$ cat src/pdc_pkg.sv
// Shared constants and types for the process data digital I/O configuration block.
// Assumes one system clock; register indices are word indices on the register bus.
package pdc_pkg;

    // Register indices; the byte address on the bus is four times the index.
    localparam logic [11:0] PORT_INFORMATION_IDX = 12'h14e;
    localparam logic [11:0] DIGITAL_IO_CONFIGURATION_IDX = 12'h150;
    localparam logic [11:0] DIGITAL_IO_PAIR_DIRECTION_IDX = 12'h152;
    localparam logic [11:0] EVENT_STATUS_IDX = 12'h154;
    localparam logic [11:0] EVENT_MASK_IDX = 12'h155;

    // Bit positions in the information word.
    localparam int INFO_ACK_BY_WRITE_BIT = 0;
    localparam int INFO_LOADED_BIT = 1;
    localparam int INFO_ACTIVE_BIT = 2;
    localparam int INFO_INVALID_BIT = 3;

    // Nonvolatile word numbers that feed the configuration.
    localparam logic [7:0] NV_CONFIG_WORD = 8'h01;
    localparam logic [7:0] NV_DIRECTION_WORD = 8'h03;

    // Values after reset.
    localparam logic [7:0] CONFIG_RESET = 8'h00;
    localparam logic [15:0] DIRECTION_RESET = 16'h0000;
    localparam logic [3:0] EVENT_RESET = 4'h0;

    // Event status bit positions.
    localparam int EV_INPUT_SAMPLED = 0;
    localparam int EV_OUTPUT_UPDATED = 1;
    localparam int EV_WATCHDOG_EXPIRED = 2;
    localparam int EV_CONFIG_LOADED = 3;
    localparam int EV_COUNT = 4;

    // Input sampling selection.
    localparam logic [1:0] SAMPLE_FRAME_START = 2'h0;
    localparam logic [1:0] SAMPLE_LATCH_EDGE = 2'h1;
    localparam logic [1:0] SAMPLE_SYNC_A = 2'h2;
    localparam logic [1:0] SAMPLE_SYNC_B = 2'h3;

    // Output update selection.
    localparam logic [1:0] UPDATE_FRAME_END = 2'h0;
    localparam logic [1:0] UPDATE_RESERVED = 2'h1;
    localparam logic [1:0] UPDATE_SYNC_A = 2'h2;
    localparam logic [1:0] UPDATE_SYNC_B = 2'h3;

    // AHB-Lite transfer type bit that marks an active transfer.
    localparam int HTRANS_ACTIVE_BIT = 1;

    // Layout of the digital I/O configuration byte, bit 7 first.
    typedef struct packed {
        logic [1:0] update_sel;
        logic [1:0] sample_sel;
        logic watchdog_late;
        logic bidirectional;
        logic strobe_watchdog;
        logic strobe_active_low;
    } pdc_config_t;

    // Single-cycle events from the frame processing side.
    typedef struct packed {
        logic frame_start;
        logic frame_end;
        logic clock_sync_event_a;
        logic clock_sync_event_b;
        logic process_watchdog_trigger;
        logic watchdog_expired;
    } pdc_events_t;

    // Nonvolatile word delivered by the loader.
    typedef struct packed {
        logic valid;
        logic [7:0] index;
        logic [15:0] data;
    } pdc_nv_word_t;

endpackage : pdc_pkg

$ cat src/pdc_digital_io.sv
// Process data digital I/O port: configuration, status and pin timing.
// Assumes events and nonvolatile words arrive on ref_clk_i; pins are asynchronous.
`timescale 1ns/1ps

module pdc_digital_io #(
    parameter int PIN_COUNT = 32,
    parameter bit ACK_BY_WRITE = 1'b0
) (
    // Clock and reset
    input wire logic ref_clk_i,
    input wire logic reset_i,
    // AHB-Lite slave
    input wire logic hsel_i,
    input wire logic [31:0] haddr_i,
    input wire logic [1:0] htrans_i,
    input wire logic hwrite_i,
    input wire logic [2:0] hsize_i,
    input wire logic [31:0] hwdata_i,
    input wire logic hready_i,
    output logic [31:0] hrdata_o,
    output logic hreadyout_o,
    output logic hresp_o,
    // Frame processing side
    input wire pdc_pkg::pdc_events_t frame_events_i,
    input wire pdc_pkg::pdc_nv_word_t nv_word_i,
    input wire logic nv_load_done_i,
    input wire logic [PIN_COUNT-1:0] out_data_i,
    output logic [PIN_COUNT-1:0] in_data_o,
    output logic in_sampled_o,
    // Field pins
    input wire logic [PIN_COUNT-1:0] pin_i,
    output logic [PIN_COUNT-1:0] pin_o,
    output logic [PIN_COUNT-1:0] pin_oe_n_o,
    input wire logic latch_in_i,
    output logic output_valid_strobe_o,
    // Interrupt
    output logic irq_o
);

    localparam int PAIR_COUNT = PIN_COUNT / 2;

    initial begin
        if (PIN_COUNT < 2 || PIN_COUNT > 32 || (PIN_COUNT % 2) != 0) begin
            $error("PIN_COUNT must be even and between 2 and 32.");
        end
    end

    pdc_pkg::pdc_config_t config_q;
    logic [15:0] direction_q;
    logic loaded;
    logic [pdc_pkg::EV_COUNT-1:0] event_status;
    logic [pdc_pkg::EV_COUNT-1:0] event_mask;
    logic watchdog_pending;
    logic [PIN_COUNT-1:0] out_value;

    // Pin synchronisers: three stages, a change counts when stages two and three agree.
    logic [PIN_COUNT-1:0] pin_s1;
    logic [PIN_COUNT-1:0] pin_s2;
    logic [PIN_COUNT-1:0] pin_s3;
    logic [PIN_COUNT-1:0] pin_stable;
    logic latch_s1;
    logic latch_s2;
    logic latch_s3;
    logic latch_stable;

    always_ff @(posedge ref_clk_i) begin
        if (reset_i) begin
            pin_s1 <= '0;
            pin_s2 <= '0;
            pin_s3 <= '0;
            latch_s1 <= 1'b0;
            latch_s2 <= 1'b0;
            latch_s3 <= 1'b0;
        end else begin
            pin_s1 <= pin_i;
            pin_s2 <= pin_s1;
            pin_s3 <= pin_s2;
            latch_s1 <= latch_in_i;
            latch_s2 <= latch_s1;
            latch_s3 <= latch_s2;
        end
    end

    wire [PIN_COUNT-1:0] pin_agree = ~(pin_s2 ^ pin_s3);
    wire latch_agree = (latch_s2 == latch_s3);
    wire [PIN_COUNT-1:0] next_pin_stable = (pin_stable & ~pin_agree) | (pin_s3 & pin_agree);
    wire next_latch_stable = latch_agree ? latch_s3 : latch_stable;
    wire latch_rise = next_latch_stable & ~latch_stable;

    always_ff @(posedge ref_clk_i) begin
        if (reset_i) begin
            pin_stable <= '0;
            latch_stable <= 1'b0;
        end else begin
            pin_stable <= next_pin_stable;
            latch_stable <= next_latch_stable;
        end
    end

    // Configuration state and loading.
    wire cfg_word = nv_word_i.valid && nv_word_i.index == pdc_pkg::NV_CONFIG_WORD;
    wire dir_word = nv_word_i.valid && nv_word_i.index == pdc_pkg::NV_DIRECTION_WORD;
    // Unused pairs are cut off so stray image bits cannot drive missing pins.
    wire [15:0] dir_used = direction_q & 16'((32'h1 << PAIR_COUNT) - 32'h1);
    // The device does not depend on the image writer; it flags the slip instead.
    wire bidir_dir_set = config_q.bidirectional && direction_q != 16'h0000;
    wire reserved_update = !config_q.strobe_watchdog
        && config_q.update_sel == pdc_pkg::UPDATE_RESERVED;
    wire config_invalid = loaded && (reserved_update || bidir_dir_set);
    wire port_active = loaded && !config_invalid;

    always_ff @(posedge ref_clk_i) begin
        if (reset_i) begin
            config_q <= pdc_pkg::CONFIG_RESET;
            direction_q <= pdc_pkg::DIRECTION_RESET;
            loaded <= 1'b0;
        end else begin
            if (cfg_word) begin
                config_q <= nv_word_i.data[7:0];
            end
            if (dir_word) begin
                direction_q <= nv_word_i.data;
            end
            if (nv_load_done_i) begin
                loaded <= 1'b1;
            end
        end
    end

    // Input sampling event selection.
    wire sample_event = port_active && (
        (config_q.sample_sel == pdc_pkg::SAMPLE_FRAME_START && frame_events_i.frame_start)
        || (config_q.sample_sel == pdc_pkg::SAMPLE_LATCH_EDGE && latch_rise)
        || (config_q.sample_sel == pdc_pkg::SAMPLE_SYNC_A && frame_events_i.clock_sync_event_a)
        || (config_q.sample_sel == pdc_pkg::SAMPLE_SYNC_B && frame_events_i.clock_sync_event_b)
    );

    // Output event selection; watchdog trigger mode overrides the update field.
    wire field_event =
        (config_q.update_sel == pdc_pkg::UPDATE_FRAME_END && frame_events_i.frame_end)
        || (config_q.update_sel == pdc_pkg::UPDATE_SYNC_A && frame_events_i.clock_sync_event_a)
        || (config_q.update_sel == pdc_pkg::UPDATE_SYNC_B && frame_events_i.clock_sync_event_b);
    wire output_event = port_active && (config_q.strobe_watchdog
        ? frame_events_i.process_watchdog_trigger : field_event);
    wire expire_now = frame_events_i.watchdog_expired && !config_q.watchdog_late;
    wire expire_late = frame_events_i.watchdog_expired && config_q.watchdog_late;
    wire late_clear = output_event && watchdog_pending;
    wire [PIN_COUNT-1:0] next_out_value = (expire_now || late_clear) ? '0
        : (output_event ? out_data_i : out_value);

    // Pin direction: pair bit n steers pins 2n and 2n+1.
    logic [PIN_COUNT-1:0] pin_is_output;
    genvar gi;
    generate
        for (gi = 0; gi < PIN_COUNT; gi++) begin : g_dir
            assign pin_is_output[gi] = dir_used[gi/2];
        end
    endgenerate
    // Bidirectional pins only drive their set bits, so a low bit leaves the line readable.
    wire [PIN_COUNT-1:0] drive = !port_active ? '0
        : (config_q.bidirectional ? next_out_value : pin_is_output);

    always_ff @(posedge ref_clk_i) begin
        if (reset_i) begin
            out_value <= '0;
            watchdog_pending <= 1'b0;
            pin_o <= '0;
            pin_oe_n_o <= '1;
            in_data_o <= '0;
            in_sampled_o <= 1'b0;
            output_valid_strobe_o <= 1'b0;
        end else begin
            out_value <= next_out_value;
            // A new late expiry wins over the clear of an older one.
            watchdog_pending <= expire_late || (watchdog_pending && !output_event);
            pin_o <= next_out_value;
            pin_oe_n_o <= ~drive;
            if (sample_event) begin
                in_data_o <= next_pin_stable;
            end
            in_sampled_o <= sample_event;
            output_valid_strobe_o <= config_q.strobe_active_low ^ output_event;
        end
    end

    // Register bus: one wait state so read data leaves a flip-flop.
    logic data_phase;
    logic data_write;
    logic [11:0] data_index;
    wire take = hsel_i && hready_i && htrans_i[pdc_pkg::HTRANS_ACTIVE_BIT];

    function automatic logic hit(input logic [11:0] idx, input logic [11:0] reg_idx);
        hit = (idx == reg_idx);
    endfunction : hit

    wire [15:0] info_word = {12'h000, config_invalid, port_active, loaded, ACK_BY_WRITE};
    wire status_wr = data_phase && data_write && hit(data_index, pdc_pkg::EVENT_STATUS_IDX);
    wire mask_wr = data_phase && data_write && hit(data_index, pdc_pkg::EVENT_MASK_IDX);
    wire [pdc_pkg::EV_COUNT-1:0] event_set = {nv_load_done_i,
        frame_events_i.watchdog_expired, output_event, sample_event};
    wire [pdc_pkg::EV_COUNT-1:0] status_clear = status_wr
        ? hwdata_i[pdc_pkg::EV_COUNT-1:0] : '0;
    wire [pdc_pkg::EV_COUNT-1:0] next_status = event_set | (event_status & ~status_clear);

    wire [31:0] read_word =
        hit(data_index, pdc_pkg::PORT_INFORMATION_IDX) ? {16'h0000, info_word}
        : hit(data_index, pdc_pkg::DIGITAL_IO_CONFIGURATION_IDX) ? {24'h000000, config_q}
        : hit(data_index, pdc_pkg::DIGITAL_IO_PAIR_DIRECTION_IDX) ? {16'h0000, direction_q}
        : hit(data_index, pdc_pkg::EVENT_STATUS_IDX) ? {28'h0000000, event_status}
        : hit(data_index, pdc_pkg::EVENT_MASK_IDX) ? {28'h0000000, event_mask}
        : 32'h00000000;

    always_ff @(posedge ref_clk_i) begin
        if (reset_i) begin
            data_phase <= 1'b0;
            data_write <= 1'b0;
            data_index <= 12'h000;
            hreadyout_o <= 1'b1;
            hrdata_o <= 32'h00000000;
            hresp_o <= 1'b0;
        end else begin
            data_phase <= take;
            hreadyout_o <= !take;
            hresp_o <= 1'b0;
            if (take) begin
                data_write <= hwrite_i;
                data_index <= haddr_i[13:2];
            end
            if (data_phase && !data_write) begin
                hrdata_o <= read_word;
            end
        end
    end

    always_ff @(posedge ref_clk_i) begin
        if (reset_i) begin
            event_status <= pdc_pkg::EVENT_RESET;
            event_mask <= pdc_pkg::EVENT_RESET;
            irq_o <= 1'b0;
        end else begin
            event_status <= next_status;
            if (mask_wr) begin
                event_mask <= hwdata_i[pdc_pkg::EV_COUNT-1:0];
            end
            irq_o <= |(next_status & event_mask);
        end
    end

endmodule : pdc_digital_io

$ cat config.mk
export PLATFORM = sky130hd
export DESIGN_NAME = pdc_digital_io
export DESIGN_NICKNAME = d
export VERILOG_FILES = /design/src/pdc_pkg.sv /design/src/pdc_digital_io.sv
export SDC_FILE = /design/constraint.sdc
export NUM_CORES = 1
export LEC_CHECK = 0
export BUFFER_PORTS_ARGS = -buffer_cell sky130_fd_sc_hd__buf_2
export CAP_MARGIN = 20
export CORE_ASPECT_RATIO = 1.75
export CORE_MARGIN = 4
export CORE_UTILIZATION = 45
export CTS_BUF_LIST = sky130_fd_sc_hd__clkbuf_8
export CTS_CLUSTER_SIZE = 25
export DETAILED_ROUTE_END_ITERATION = 8
export GPL_ROUTABILITY_DRIVEN = 0
export PLACE_DENSITY = 0.73
export SYNTH_ARGS = -nofsm -noshare
export SYNTH_HDL_FRONTEND = slang
export SYNTH_SLANG_ARGS = --single-unit
$ cat constraint.sdc
create_clock -name ref_clk_i -period 5.2 [get_ports ref_clk_i]
set_input_delay 0.78 -clock ref_clk_i [delete_from_list [all_inputs] [get_ports ref_clk_i]]
set_output_delay 0.78 -clock ref_clk_i [all_outputs]
set_load 0.01 [all_outputs]
==> summary.md <==
| Metric | Value |
|---|---|
| Global Route Usage Sum | `0.1810` |
| Commonest non-fill, non-tap cell in the layout | `dfxtp_1` |
| ANT nets after route | `0` |
| Most frequent cells in the layout | `dfxtp_1, buf_2, nor2_1` |
| TritonCTS clock tree | `done` |
| Via count | `7553` |
| Register bit total from synthesis | `between 200 and 300` |
| Area growth syn-to-layout | `21.55%` |
| Drt pass-1 iters | `4` |
| Vias in the first global route | `7654` |
| Final Net Count | `1357` |
| Status | `complete, no violations` |
| Sequential share of the synthesized area | `0.5947` |
| Ports | `304` |
| Worst Skew | `around 0.035 ns` |
| YS warnings | `0` |
| Overflow after GRT | `0` |
| Core area | `~22000 um^2` |
| Worst Path Required | `5.63 ns` |
| Switching portion of total power | `0.2278` |
| Arrival @ worst endpoint | `3.62 ns` |
| Clock share of power | `0.402` |
| Layout cells sized above 1 | `0.2590` |
| First-pass GRT wire length | `approximately 37000 um` |
| Total wire length | `22750 um` |
| Avg Synthesized Cell Area | `10.46 um^2` |
| Largest net degree at the start of global routing | `roughly 140` |
| NetSw | `approximately 0.99 mW` |
| Post-Synthesis Cell Area | `~10000 um^2` |
| Max-cap violations | `0` |
| Drt drc | `0` |
| Sequential cell fraction of total power | `0.545` |
| Via density | `~5.0` |
| Tcrit/Tclk final | `0.6140` |
| DIE WIDTH | `between 100 and 150 um` |
| Detailed Route Iter0 Violations | `roughly 380` |
| Final Non-Filler Cells | `about 1500` |
| IO Port Bufs | `roughly 230` |
| R2R Path End | `in_data_o[24]` |
| Post-synthesis async set-or-reset flop share | `0` |
| Fmax | `about 0.31 GHz` |
| Clock Tree Buf Depth | `3` |
| Worst skew pair latency | `0.55 ns` |
| Minimum hold slack | `around 0.43 ns` |
| Kind of critical path | `reg -> reg` |
| CP max-delay cell | `and3_2` |
| Startpoint Class | `register` |
| DIE AREA | `between 20000 and 25000 um^2` |
| Relative slew slack | `0.2605` |
| Number of synthesized flops with an enable pin | `0` |
| Final hold violations | `0` |
| Pre-CTS setup slack | `about 2.1 ns` |
| Cell Area, Placed | `about 11000 um^2` |
| End of the worst hold path | `pin_s2[12]` |
| Lkg Pwr | `roughly 5.2 nW` |
| Clk root buf | `clkbuf_8` |
| Reg-to-reg startpoint | `dir_used[7]` |
| Inserted Clock Buffers | `43` |
| Final setup TNS | `0 ns` |
| CTS sink cnt | `around 300` |
| CP endpoint kind | `register` |
| Worst Hold Launch | `pin_s1[12]` |
| Gate power share | `0.053` |
| Average wire per standard cell | `about 15 um` |
| Top_reg_cell synth | `dfxtp_1` |
| Number of distinct library cells after synthesis | `between 50 and 60` |
| Worst reg-to-reg path cell count | `6` |
| Unrepaired setup endpoints after global routing | `false` |
| Final Instance Area | `around 12000 um^2` |
| Number of core rows | `a little over 70` |
| Initial Util | `0.4597` |
| Post-Syn Instances | `around 950` |
| Worst-path clk slew | `roughly 0.060 ns` |
| VDD IR-drop max | `approximately 0.00027 V` |
| Detailed Place HPWL | `between 15000 and 20000 um` |
| Initial antenna violation count | `4` |
| Hold path cells | `1` |
| Worst-path cell chain | `or4_1 > o41ai_4 > and3_2 > buf_4 > nor2_1 > a311oi_1` |
| Die H | `just over 200 um` |
| Crit-path max cell delay | `approximately 0.73 ns` |
| Htree depth | `2` |
| Pint | `around 3.3 mW` |
| Post-cts resize count | `0` |
| Worst-path fanout max | `38` |
| HP Class | `reg -> reg` |
| R2R setup slack | `about 2.0 ns` |
| Post-layout min period | `3.193 ns` |
| Inst Count DP | `1431` |
| Worst slew pin tran | `1.107 ns` |
| Post-CTS setup buffers | `0` |
| Hold buffer count at cts | `0` |
| P per Cell Area | `around 360 nW/um^2` |
| Setup ws final | `~2 ns` |
| Final Max Slew Viols | `0` |
| Final setup viols | `0` |
registers in the layout (all words and copies together) (netlist names), 4 cells and up:
signal / flops
in_data_o: 32
pin_s1: 32
data_index: 12
config_q: 8
event_status: 4
pin_stable: 32
pin_oe_n_o: 32
pin_s3: 32
pin_s2: 32
dir_used: 16
event_mask: 4
hrdata_o: 16
out_value: 32
cells in the mapped netlist (all sizes together), types with 3 or more instances:
master | number | share of area
nor3 | 5 | 0.0025
nand3 | 21 | 0.011
o211ai | 3 | 0.0023
buf | 36 | 0.024
nor2 | 107 | 0.040
and4b | 4 | 0.0040
mux2i | 65 | 0.065
clkbuf | 34 | 0.013
nand2b | 4 | 0.0025
inv | 6 | 0.0023
a2bb2oi | 32 | 0.028
o21ai | 40 | 0.020
nor4b | 4 | 0.0041
a31oi | 4 | 0.0025
dfxtp | 296 | 0.59
or4 | 4 | 0.0034
nand2 | 53 | 0.020
a22o | 13 | 0.011
a311oi | 32 | 0.028
nor2b | 102 | 0.064
a21oi | 57 | 0.029
cell families (layout without fill, tap and decap cells):
kind of cell,count (synthesis),after routing,share of synthesized area
AOI/OAI and AO/OA,194,194,0.1340
xor gates and xnor gates,1,1,0.0008791
buffers and inverters,76,323,0.03943
DFF,296,296,0.5947
muxes,67,67,0.06868
other,1,21,0.0003763
and+or+nand+nor,318,318,0.1620
critical path: cells and delay by family (launching register included):
family                 cells  cell delay (ns)
buffers and inverters      1             0.42
DFF                        1             0.36
and+or+nand+nor            3             1.50
AOI/OAI and AO/OA          2             0.78
power by group through the flow:
stage                     clock, mW  combinational (mW)  sequential [mW]
after floorplan                   0               0.144             2.41
after detailed placement          0               0.232             2.41
after CTS                      1.81               0.233             2.36
final                          1.74               0.231             2.36
after global routing           1.90               0.256             2.36
after global placement            0               0.228             2.40
how the worst max path moves through the flow:
| stage | from | to | slack (ns) | depth (start not counted) |
|---|---|---|---|---|
| after floorplan | nv_word_i[20] | dir_used[10] | 3.01 | 5 |
| after global placement | dir_used[7] | in_data_o[24] | 2.12 | 6 |
| after detailed placement | dir_used[7] | in_data_o[21] | 2.06 | 6 |
| after CTS | dir_used[7] | in_data_o[24] | 1.97 | 6 |
| after global routing | dir_used[7] | in_data_o[19] | 1.87 | 6 |
| final | dir_used[7] | in_data_o[24] | 2.01 | 6 |
through the flow:
step	utilization	power (mW)
final	0.5588	4.325
after global routing	0.5586	4.522
after floorplan	-	2.552
after global placement	0.5193	2.632
after detailed placement	0.5193	2.638
after CTS	0.5573	4.396
routing by layer:
metal  GRT usage  vias to the layer above  part of all wire
met4     0.08509                        0             0.033
met1      0.1841                     3506              0.36
met2      0.3371                      235              0.54
li1            -                     3760                 -
met5           0                        -                 0
met3     0.05000                       52             0.067
area by class of cell:
class	count	area [um^2]
Antenna cell	4	10.01
Clock buffer	52	715.7
Clock inverter	23	106.4
Fill cell	1981	9564
Inverter	6	22.52
Multi-Input combinational cell	597	3721
Sequential cell	296	5926
Tap cell	292	365.4
Timing Repair Buffer	242	1245
Power figures use the tool's default switching activity.
